## config.mk

```make
export PLATFORM = sky130hd
export DESIGN_NAME = pmlsc_top
export DESIGN_NICKNAME = d
export VERILOG_FILES = /design/src/inc/pmlsc_pkg.sv /design/src/verilog/pmlsc_top.sv
export VERILOG_INCLUDE_DIRS = /design/src /design/src/inc
export SDC_FILE = /design/constraint.sdc
export NUM_CORES = 1
export LEC_CHECK = 0
export BUFFER_PORTS_ARGS = -buffer_cell sky130_fd_sc_hd__buf_2
export CAP_MARGIN = 20
export CORE_AREA = 2 2 135 137
export CTS_CLUSTER_DIAMETER = 60
export CTS_CLUSTER_SIZE = 12
export DETAILED_ROUTE_END_ITERATION = 12
export DIE_AREA = 0 0 137 139
export PLACE_DENSITY_LB_ADDON = 0.3
export SETUP_SLACK_MARGIN = 0.15
export SLEW_MARGIN = 20
export SYNTH_ARGS = -nofsm -noshare
export SYNTH_HDL_FRONTEND = slang
export SYNTH_SLANG_ARGS = --single-unit
```

## constraint.sdc

```tcl
create_clock -name i_ref_clk -period 4.13 [get_ports i_ref_clk]
set_input_delay 0.6195 -clock i_ref_clk [delete_from_list [all_inputs] [get_ports i_ref_clk]]
set_output_delay 0.6195 -clock i_ref_clk [all_outputs]
set_load 0.02 [all_outputs]
```

## src/inc/pmlsc_cfg.svh

```systemverilog
`ifndef PMLSC_CFG_SVH
`define PMLSC_CFG_SVH
// ==================================================
// Clock and timing
`define PMLSC_CLK_PERIOD_NS  50
`define PMLSC_RST_MIN_NS     2000
`define PMLSC_INIT_TIME_MS   2000
// ==================================================
// Two-wire slave
`define PMLSC_DEV_ADDR       7'h50
`define PMLSC_ID_VALUE       8'h5A // Arbitrary value
// ==================================================
// Memory map byte offsets
`define PMLSC_OFS_ID         8'h00
`define PMLSC_OFS_STATUS     8'h02
`define PMLSC_OFS_FLAGS      8'h03
`define PMLSC_OFS_MASK       8'h04
`define PMLSC_OFS_CHAN_DIS   8'h56
`define PMLSC_OFS_POWER      8'h5D
// ==================================================
// Field positions and reset values
`define PMLSC_STATUS_NR_BIT  0
`define PMLSC_FLAG_DONE_BIT  4
`define PMLSC_PWR_OVR_BIT    0
`define PMLSC_PWR_LOW_BIT    1
`define PMLSC_MASK_RST       8'h00
`define PMLSC_CHAN_DIS_RST   8'h00
`define PMLSC_POWER_RST      8'h00
`endif

```

## src/inc/pmlsc_pkg.sv

```systemverilog
package pmlsc_pkg;
  // ==================================================
  // Two-wire slave states
  typedef enum logic [2:0] {
    PMLSC_IDLE = 3'b000,
    PMLSC_ADDR = 3'b001,
    PMLSC_ACK  = 3'b010,
    PMLSC_WR   = 3'b011,
    PMLSC_RD   = 3'b100,
    PMLSC_RACK = 3'b101
  } pmlsc_state_t;
  // ==================================================
  // Per-channel shutdown controls
  typedef struct packed {
    logic [3:0] rx_dis;
    logic [3:0] tx_dis;
  } pmlsc_lane_t;
  // ==================================================
  // Open-drain pin drive
  typedef struct packed {
    logic o;
    logic oe;
  } pmlsc_od_t;
endpackage

```

## src/verilog/pmlsc_top.sv

```systemverilog
`timescale 1ns/10ps
`include "pmlsc_cfg.svh"

module pmlsc_top #(
  parameter int RST_MIN_CYC =
    (`PMLSC_RST_MIN_NS + `PMLSC_CLK_PERIOD_NS - 1) / `PMLSC_CLK_PERIOD_NS,
  parameter int INIT_CYC =
    (`PMLSC_INIT_TIME_MS * 1000000) / `PMLSC_CLK_PERIOD_NS,
  parameter int LANES = 4
) (
  // Clock and reset
  input  wire logic                  i_ref_clk,
  input  wire logic                  i_rstn,
  // Host control pins
  input  wire logic                  i_module_select_n,
  input  wire logic                  i_module_reset_n,
  input  wire logic                  i_low_power_select,
  output logic                       o_module_present_n,
  output pmlsc_pkg::pmlsc_od_t       o_interrupt_n,
  // Two-wire bus
  input  wire logic                  i_scl,
  input  wire logic                  i_sda,
  output pmlsc_pkg::pmlsc_od_t       o_sda,
  // Module internals
  input  wire logic [LANES-1:0]      i_lane_fault,
  output pmlsc_pkg::pmlsc_lane_t     o_lane_ctrl,
  output logic                       o_low_power,
  output logic                       o_data_not_ready
);

  // ==================================================
  // Pin synchronisers: a level changes once stages 2 and 3 agree
  logic [2:0] sel_s_q, rst_s_q, lp_s_q, scl_s_q, sda_s_q;
  logic       sel_q, rstp_q, lp_q, scl_q, sda_q, scl_p_q, sda_p_q;
  always_ff @(posedge i_ref_clk or negedge i_rstn) begin
    if (!i_rstn) begin
      sel_s_q <= 3'h7;
      rst_s_q <= 3'h7;
      lp_s_q  <= 3'h7;
      scl_s_q <= 3'h7;
      sda_s_q <= 3'h7;
    end else begin
      sel_s_q <= {sel_s_q[1:0], i_module_select_n};
      rst_s_q <= {rst_s_q[1:0], i_module_reset_n};
      lp_s_q  <= {lp_s_q[1:0], i_low_power_select};
      scl_s_q <= {scl_s_q[1:0], i_scl};
      sda_s_q <= {sda_s_q[1:0], i_sda};
    end
  end

  always_ff @(posedge i_ref_clk or negedge i_rstn) begin
    if (!i_rstn) begin
      sel_q   <= 1'b1;
      rstp_q  <= 1'b1;
      lp_q    <= 1'b1;
      scl_q   <= 1'b1;
      sda_q   <= 1'b1;
      scl_p_q <= 1'b1;
      sda_p_q <= 1'b1;
    end else begin
      if (sel_s_q[1] == sel_s_q[2]) sel_q <= sel_s_q[2];
      if (rst_s_q[1] == rst_s_q[2]) rstp_q <= rst_s_q[2];
      if (lp_s_q[1] == lp_s_q[2]) lp_q <= lp_s_q[2];
      if (scl_s_q[1] == scl_s_q[2]) scl_q <= scl_s_q[2];
      if (sda_s_q[1] == sda_s_q[2]) sda_q <= sda_s_q[2];
      scl_p_q <= scl_q;
      sda_p_q <= sda_q;
    end
  end
  // ==================================================
  // Reset qualification
  logic [31:0] rst_cnt_q;
  wire         soft_rst = (rst_cnt_q == 32'(RST_MIN_CYC));
  always_ff @(posedge i_ref_clk or negedge i_rstn) begin
    if (!i_rstn) begin
      rst_cnt_q <= 32'h0000_0000;
    end else if (rstp_q) begin
      rst_cnt_q <= 32'h0000_0000;
    end else if (!soft_rst) begin
      rst_cnt_q <= rst_cnt_q + 32'h0000_0001;
    end
  end
  // ==================================================
  // Initialisation timer and not-ready flag
  // Runs from power-up as well, so no host reset is needed
  logic [31:0] init_cnt_q;
  logic        nr_q;
  wire         init_done = nr_q && (init_cnt_q == 32'(INIT_CYC - 1));
  always_ff @(posedge i_ref_clk or negedge i_rstn) begin
    if (!i_rstn) begin
      init_cnt_q <= 32'h0000_0000;
      nr_q       <= 1'b1;
    end else if (soft_rst) begin
      init_cnt_q <= 32'h0000_0000;
      nr_q       <= 1'b1;
    end else if (init_done) begin
      nr_q <= 1'b0;
    end else if (nr_q) begin
      init_cnt_q <= init_cnt_q + 32'h0000_0001;
    end
  end
  // ==================================================
  // Two-wire bus events
  wire start_ev = scl_q && scl_p_q && sda_p_q && !sda_q;
  wire stop_ev  = scl_q && scl_p_q && !sda_p_q && sda_q;
  wire scl_rise = scl_q && !scl_p_q;
  wire scl_fall = !scl_q && scl_p_q;
  wire selected = !sel_q;
  pmlsc_pkg::pmlsc_state_t state_q;
  logic [7:0] shift_q, tx_q, ptr_q;
  logic [3:0] bit_q;
  logic       rw_q, first_q, nack_q, sda_oe_q;
  logic       wr_stb_q, rd_stb_q;
  logic [7:0] wr_addr_q, wr_data_q, rd_addr_q, rd_val_q;
  // ==================================================
  // Memory map
  logic [7:0]  flags_q, mask_q, chan_q, power_q;
  logic [7:0]  rd_data;
  wire  [7:0]  status_v =
    8'({7'h00, nr_q}) << `PMLSC_STATUS_NR_BIT;
  wire         hit_id     = (ptr_q == `PMLSC_OFS_ID);
  wire         hit_status = (ptr_q == `PMLSC_OFS_STATUS);
  wire         hit_flags  = (ptr_q == `PMLSC_OFS_FLAGS);
  wire         hit_mask   = (ptr_q == `PMLSC_OFS_MASK);
  wire         hit_chan   = (ptr_q == `PMLSC_OFS_CHAN_DIS);
  wire         hit_power  = (ptr_q == `PMLSC_OFS_POWER);
  // Unmapped offsets read as zero
  assign rd_data = hit_id     ? `PMLSC_ID_VALUE :
                   hit_status ? status_v :
                   hit_flags  ? flags_q :
                   hit_mask   ? mask_q :
                   hit_chan   ? chan_q :
                   hit_power  ? power_q : 8'h00;
  // ==================================================
  // Two-wire slave machine
  always_ff @(posedge i_ref_clk or negedge i_rstn) begin
    if (!i_rstn) begin
      state_q   <= pmlsc_pkg::PMLSC_IDLE;
      shift_q   <= 8'h00;
      tx_q      <= 8'h00;
      ptr_q     <= 8'h00;
      bit_q     <= 4'h0;
      rw_q      <= 1'b0;
      first_q   <= 1'b0;
      nack_q    <= 1'b0;
      sda_oe_q  <= 1'b0;
      wr_stb_q  <= 1'b0;
      rd_stb_q  <= 1'b0;
      wr_addr_q <= 8'h00;
      wr_data_q <= 8'h00;
      rd_addr_q <= 8'h00;
      rd_val_q  <= 8'h00;
    end else begin
      wr_stb_q <= 1'b0;
      rd_stb_q <= 1'b0;
      if (!selected || stop_ev || soft_rst) begin
        state_q  <= pmlsc_pkg::PMLSC_IDLE;
        sda_oe_q <= 1'b0;
      end else if (start_ev) begin
        state_q  <= pmlsc_pkg::PMLSC_ADDR;
        bit_q    <= 4'h0;
        sda_oe_q <= 1'b0;
      end else begin
        unique case (state_q)
          pmlsc_pkg::PMLSC_IDLE: sda_oe_q <= 1'b0;
          pmlsc_pkg::PMLSC_ADDR: begin
            if (scl_rise) begin
              shift_q <= {shift_q[6:0], sda_q};
              bit_q   <= bit_q + 4'h1;
            end else if (scl_fall && bit_q == 4'h8) begin
              if (shift_q[7:1] == `PMLSC_DEV_ADDR) begin
                rw_q     <= shift_q[0];
                first_q  <= 1'b1;
                sda_oe_q <= 1'b1;
                state_q  <= pmlsc_pkg::PMLSC_ACK;
              end else begin
                state_q <= pmlsc_pkg::PMLSC_IDLE;
              end
            end
          end
          pmlsc_pkg::PMLSC_ACK: begin
            if (scl_fall) begin
              bit_q <= 4'h0;
              if (rw_q) begin
                // Read: load byte, first bit out at once
                rd_val_q  <= rd_data;
                tx_q      <= {rd_data[6:0], 1'b0};
                sda_oe_q  <= !rd_data[7];
                rd_stb_q  <= 1'b1;
                rd_addr_q <= ptr_q;
                ptr_q     <= ptr_q + 8'h01;
                state_q   <= pmlsc_pkg::PMLSC_RD;
              end else begin
                sda_oe_q <= 1'b0;
                state_q  <= pmlsc_pkg::PMLSC_WR;
              end
            end
          end
          pmlsc_pkg::PMLSC_WR: begin
            if (scl_rise) begin
              shift_q <= {shift_q[6:0], sda_q};
              bit_q   <= bit_q + 4'h1;
            end else if (scl_fall && bit_q == 4'h8) begin
              if (first_q) begin
                ptr_q <= shift_q;
              end else begin
                wr_stb_q  <= 1'b1;
                wr_addr_q <= ptr_q;
                wr_data_q <= shift_q;
                ptr_q     <= ptr_q + 8'h01;
              end
              first_q  <= 1'b0;
              rw_q     <= 1'b0;
              sda_oe_q <= 1'b1;
              state_q  <= pmlsc_pkg::PMLSC_ACK;
            end
          end
          pmlsc_pkg::PMLSC_RD: begin
            if (scl_rise) begin
              bit_q <= bit_q + 4'h1;
            end else if (scl_fall) begin
              if (bit_q == 4'h8) begin
                sda_oe_q <= 1'b0;
                state_q  <= pmlsc_pkg::PMLSC_RACK;
              end else begin
                sda_oe_q <= !tx_q[7];
                tx_q     <= {tx_q[6:0], 1'b0};
              end
            end
          end
          pmlsc_pkg::PMLSC_RACK: begin
            if (scl_rise) begin
              nack_q <= sda_q;
            end else if (scl_fall) begin
              bit_q <= 4'h0;
              if (nack_q) begin
                state_q <= pmlsc_pkg::PMLSC_IDLE;
              end else begin
                rd_val_q  <= rd_data;
                tx_q      <= {rd_data[6:0], 1'b0};
                sda_oe_q  <= !rd_data[7];
                rd_stb_q  <= 1'b1;
                rd_addr_q <= ptr_q;
                ptr_q     <= ptr_q + 8'h01;
                state_q   <= pmlsc_pkg::PMLSC_RD;
              end
            end
          end
          default: begin
            state_q  <= pmlsc_pkg::PMLSC_IDLE;
            sda_oe_q <= 1'b0;
          end
        endcase
      end
    end
  end

  // ==================================================
  // Writable settings, back to defaults on a qualified reset
  wire wr_mask  = wr_stb_q && (wr_addr_q == `PMLSC_OFS_MASK);
  wire wr_chan  = wr_stb_q && (wr_addr_q == `PMLSC_OFS_CHAN_DIS);
  wire wr_power = wr_stb_q && (wr_addr_q == `PMLSC_OFS_POWER);
  always_ff @(posedge i_ref_clk or negedge i_rstn) begin
    if (!i_rstn) begin
      mask_q  <= `PMLSC_MASK_RST;
      chan_q  <= `PMLSC_CHAN_DIS_RST;
      power_q <= `PMLSC_POWER_RST;
    end else if (soft_rst) begin
      mask_q  <= `PMLSC_MASK_RST;
      chan_q  <= `PMLSC_CHAN_DIS_RST;
      power_q <= `PMLSC_POWER_RST;
    end else begin
      if (wr_mask) mask_q <= wr_data_q;
      if (wr_chan) chan_q <= wr_data_q;
      if (wr_power) power_q <= wr_data_q;
    end
  end

  // ==================================================
  // Sticky flags: a read clears only the bits it returned, so an event
  // landing on the load edge is kept; a new event wins
  wire [7:0] flag_set = 8'({3'h0, init_done, 4'(i_lane_fault)});
  wire       rd_flags = rd_stb_q && (rd_addr_q == `PMLSC_OFS_FLAGS);
  always_ff @(posedge i_ref_clk or negedge i_rstn) begin
    if (!i_rstn) begin
      flags_q <= 8'h00;
    end else if (soft_rst) begin
      flags_q <= 8'h00;
    end else begin
      flags_q <= (rd_flags ? flags_q & ~rd_val_q : flags_q) | flag_set;
    end
  end

  // ==================================================
  // Outputs
  logic int_oe_q, low_power_q;
  pmlsc_pkg::pmlsc_lane_t lane_q;
  always_ff @(posedge i_ref_clk or negedge i_rstn) begin
    if (!i_rstn) begin
      int_oe_q    <= 1'b0;
      low_power_q <= 1'b1;
      lane_q      <= '0;
    end else begin
      int_oe_q    <= |(flags_q & ~mask_q);
      // Host pin rules unless software overrides, keeps a cool slot safe
      low_power_q <= power_q[`PMLSC_PWR_OVR_BIT] ?
                     power_q[`PMLSC_PWR_LOW_BIT] : lp_q;
      lane_q      <= chan_q;
    end
  end

  // Open drain: only ever pulls low or releases
  assign o_interrupt_n.o   = 1'b0;
  assign o_interrupt_n.oe  = int_oe_q;
  assign o_sda.o           = 1'b0;
  assign o_sda.oe          = sda_oe_q;
  assign o_module_present_n = 1'b0;
  assign o_low_power       = low_power_q;
  assign o_lane_ctrl       = lane_q;
  assign o_data_not_ready  = nr_q;
endmodule // pmlsc_top
```

==> results.cfg <==
[logic_synthesis]
ys_ff_latch = 197
ys_types = 74
synth-edff-count = 0
seq_area_frac_synth = 0.521
yosys_warnings = 0
syn_area_um2 = 9520
async_reset_ff_frac = 1.00
syn_inst = 902
ys.flop_type = dfrtp_1
syn_avg_cell_area_um2 = 10.6

[run]
cap_violations = 0

[global_routing]
grt_pass1_vias = 6507
grt_max_degree = 100
antenna_found_initial = 0
grt_pass1_wl_um = 33100
gr-total-overflow = 0
grt_use_total = 0.217

[floorplan]
die_h_um = 139
die_area_um2 = 19000
core.rowCount = 49
coreArea_um2 = 17700
start_util = 0.539
die_w_um = 137
io_pins = 26

[placed_design]
port-buffer-count = 22
gp_congestion = 0.842
placed_cells = 1106
dp_hpwl_um = 12800

[critical_path]
crit_required_ns = 4.45
critPathKind = register to register
endpoint_kind = register
path_cells = inv_1 > ha_1 > nor4bb_1 > nand4_1 > o21ai_2 > buf_4 > or4b_1 > mux2_2
worstPathArrival_ns = 3.42
critPathMaxStageDelay_ns = 0.72
critical_path.max_fanout = 22
cp_slowest_cell = or4b_1
worstSetupStartpointType = register

[sta]
layout_worst_path_cycle_share = 0.751
hold_slack_ns = 0.267
slew_violations = 0
setup-violations-final = 0
fin_crit_ns = 3.10
finalClockSkew_ns = 0.0123
final_hold_viol_count = 0
worstMarginPinSlew_ns = 0.914
finalSetupTns_ns = 0
rsz0062_at_grt = false
fmax_mhz = 322
slew_headroom = 0.389

[hold_path]
holdCritPathClass = input pin to async pin

[pwr]
peakVddDrop_uv = 435
power_leakage_nw = 4.64
powerDensity_nw_per_um2 = 363

[detailed_routing]
wl_met3_um = 657
highest_layer = met4
remaining_drc_errors = 0
route.met2.wl_um = 9080
wl_per_cell_um = 17.1
vias = 6707
wl_um = 19500
routed_via_density = 5.89
drt_iter0_markers = 575
ant_nets = 0
wirelength_met1_um = 9500
drt_pre_antenna_iters = 6

[cts]
clk_latency_ns = 0.43
clkTransAtPathRegs_ns = 0.08
clock-sinks = 197
hold_buffers = 0
h-tree-depth = 4
cts_setup_buffers = 0
cts_tree = yes
ctsResizeCount = 0
cts_buffer_depth = 2
cts_root_buf = clkbuf_16
numCtsBuffers = 17

[finish]
seq_area_um2 = 4960
finalNetCount = 916
multiInputGateArea_um2 = 4220
n_fill_cell = 1502
finalNonFillerCells = 1138
syn_to_final_growth_pct = 8.54
drive_above_1_share = 0.150
n_antenna_cell = 0

[outcome]
outcome = finished clean
## per-stage QoR
stage | utilization | power [mW] | setup slack, ns | cell area, µm²
3_3_place_gp | 0.552 | 2.15 | 1.16 | 9740
3_5_place_dp | 0.552 | 2.16 | 1.10 | 9740
4_1_cts | 0.585 | 3.79 | 1.09 | 10300
6_report | 0.585 | 3.75 | 1.03 | 10300
5_1_grt | 0.585 | 3.90 | 0.856 | 10300
2_1_floorplan | - | 2.09 | 1.92 | 9530
## final cells by class
class	instances	area share
inverter	25	0.00908
clock buffer	18	0.0425
multi-input combinational	625	0.409
tap	229	0.0277
timing repair buffer	30	0.0185
clock inverter	14	0.0134
sequential	197	0.480
## layout by cell type, fill, tap and decap left out, types with 7 or more instances in the layout
master	n
a21o_1	7
a21oi_1	33
a2bb2oi_1	7
a31oi_1	8
and2_1	9
and3_1	18
and4_1	16
buf_2	21
buf_4	7
clkbuf_16	17
dfrtp_1	173
dfstp_2	24
ha_1	9
inv_1	25
mux2_2	22
mux2_4	15
mux2i_1	29
nand2_1	51
nand2b_1	8
nand3_1	39
nand4_1	31
nor2_1	100
nor2b_1	11
nor3_1	7
nor4_1	15
o21ai_0	34
o31ai_1	9
or3_1	14
xnor2_1	9
xor2_1	38
## cells by family (layout without fill, tap and decap cells)
family / after synthesis / after routing / share of synthesized area
multiplexers: 66 / 66 / 0.0802
AO/OA/AOI/OAI: 139 / 139 / 0.0963
adder cells (fa/ha/maj): 14 / 14 / 0.0171
buffers and inverters: 82 / 87 / 0.0381
flip-flops: 197 / 197 / 0.521
XOR/XNOR: 47 / 47 / 0.0432
other: 1 / 3 / 0.000394
AND/OR/NAND/NOR: 356 / 356 / 0.204
## critical path: cells and delay by family, from the launching register on
kind            cells  cell delay [ns]
fa+ha+maj           1             0.14
simple gates        3             1.40
flops               1             0.41
buf+inv             2             0.38
mux                 1             0.41
compound gates      1             0.23
## worst paths after layout
check,start,endpoint,slack [ns],cells after the start
worst min register to register,sel_s_q[0],sel_s_q[1],0.35,0
worst min-delay path,i_rstn,init_cnt_q[12],0.27,1
min in group i_ref_clk,i_module_reset_n,rst_s_q[0],0.28,1
worst max-delay path,rst_cnt_q[0],wr_data_q[2],1.03,8
worst max register to register,rst_cnt_q[0],wr_data_q[2],1.03,8
max in group asynchronous,i_rstn,sda_s_q[2],2.96,2
## power by group
part	switching, mW	internal (mW)
combinational	0.0818	0.0359
sequential	0.0363	1.97
clock	0.765	0.864
## layer usage
metal	global-route usage	vias up
met1	0.327	3337
li1	-	3213
met4	0.0559	0
met3	0.0355	23
met5	0	-
met2	0.328	134
## cells in the mapped netlist (5+ instances only)
cell | n | area share
nand2b_1 | 8 | 0.0053
and2_1 | 9 | 0.0059
a21oi_1 | 33 | 0.017
o22ai_1 | 6 | 0.0039
clkbuf_1 | 42 | 0.017
o31ai_1 | 9 | 0.0071
a31oi_1 | 8 | 0.0053
nor3_1 | 7 | 0.0037
nor2b_1 | 11 | 0.0072
mux2i_1 | 29 | 0.030
buf_2 | 5 | 0.0026
dfstp_2 | 24 | 0.066
mux2_2 | 22 | 0.026
xor2_1 | 38 | 0.035
nor2_1 | 101 | 0.040
a2bb2oi_1 | 7 | 0.0064
a221oi_1 | 5 | 0.0046
nand4_1 | 31 | 0.020
and3_1 | 18 | 0.012
nand3b_1 | 5 | 0.0039
nor4_1 | 15 | 0.0099
dfrtp_1 | 173 | 0.45
inv_1 | 25 | 0.0099
buf_4 | 6 | 0.0047
maj3_1 | 5 | 0.0053
ha_1 | 9 | 0.012
nand2_1 | 51 | 0.020
and4_1 | 16 | 0.015
xnor2_1 | 9 | 0.0083
nand3_1 | 39 | 0.021
mux2_4 | 15 | 0.024
nand4b_1 | 6 | 0.0055
or3_1 | 14 | 0.0092
o21ai_0 | 34 | 0.018
a21o_1 | 7 | 0.0055
## sequential cells by signal (all words and copies together) (netlist names), 7 cells and up
signal	cells
init_cnt_q	32
rd_val_q	8
rst_cnt_q	32
o_lane_ctrl	8
tx_q	7
shift_q	8
chan_q	8
mask_q	8
flags_q	8
ptr_q	8
rd_addr_q	8
wr_addr_q	8
wr_data_q	8
power_q	8
(Power assumes the default switching activity.)
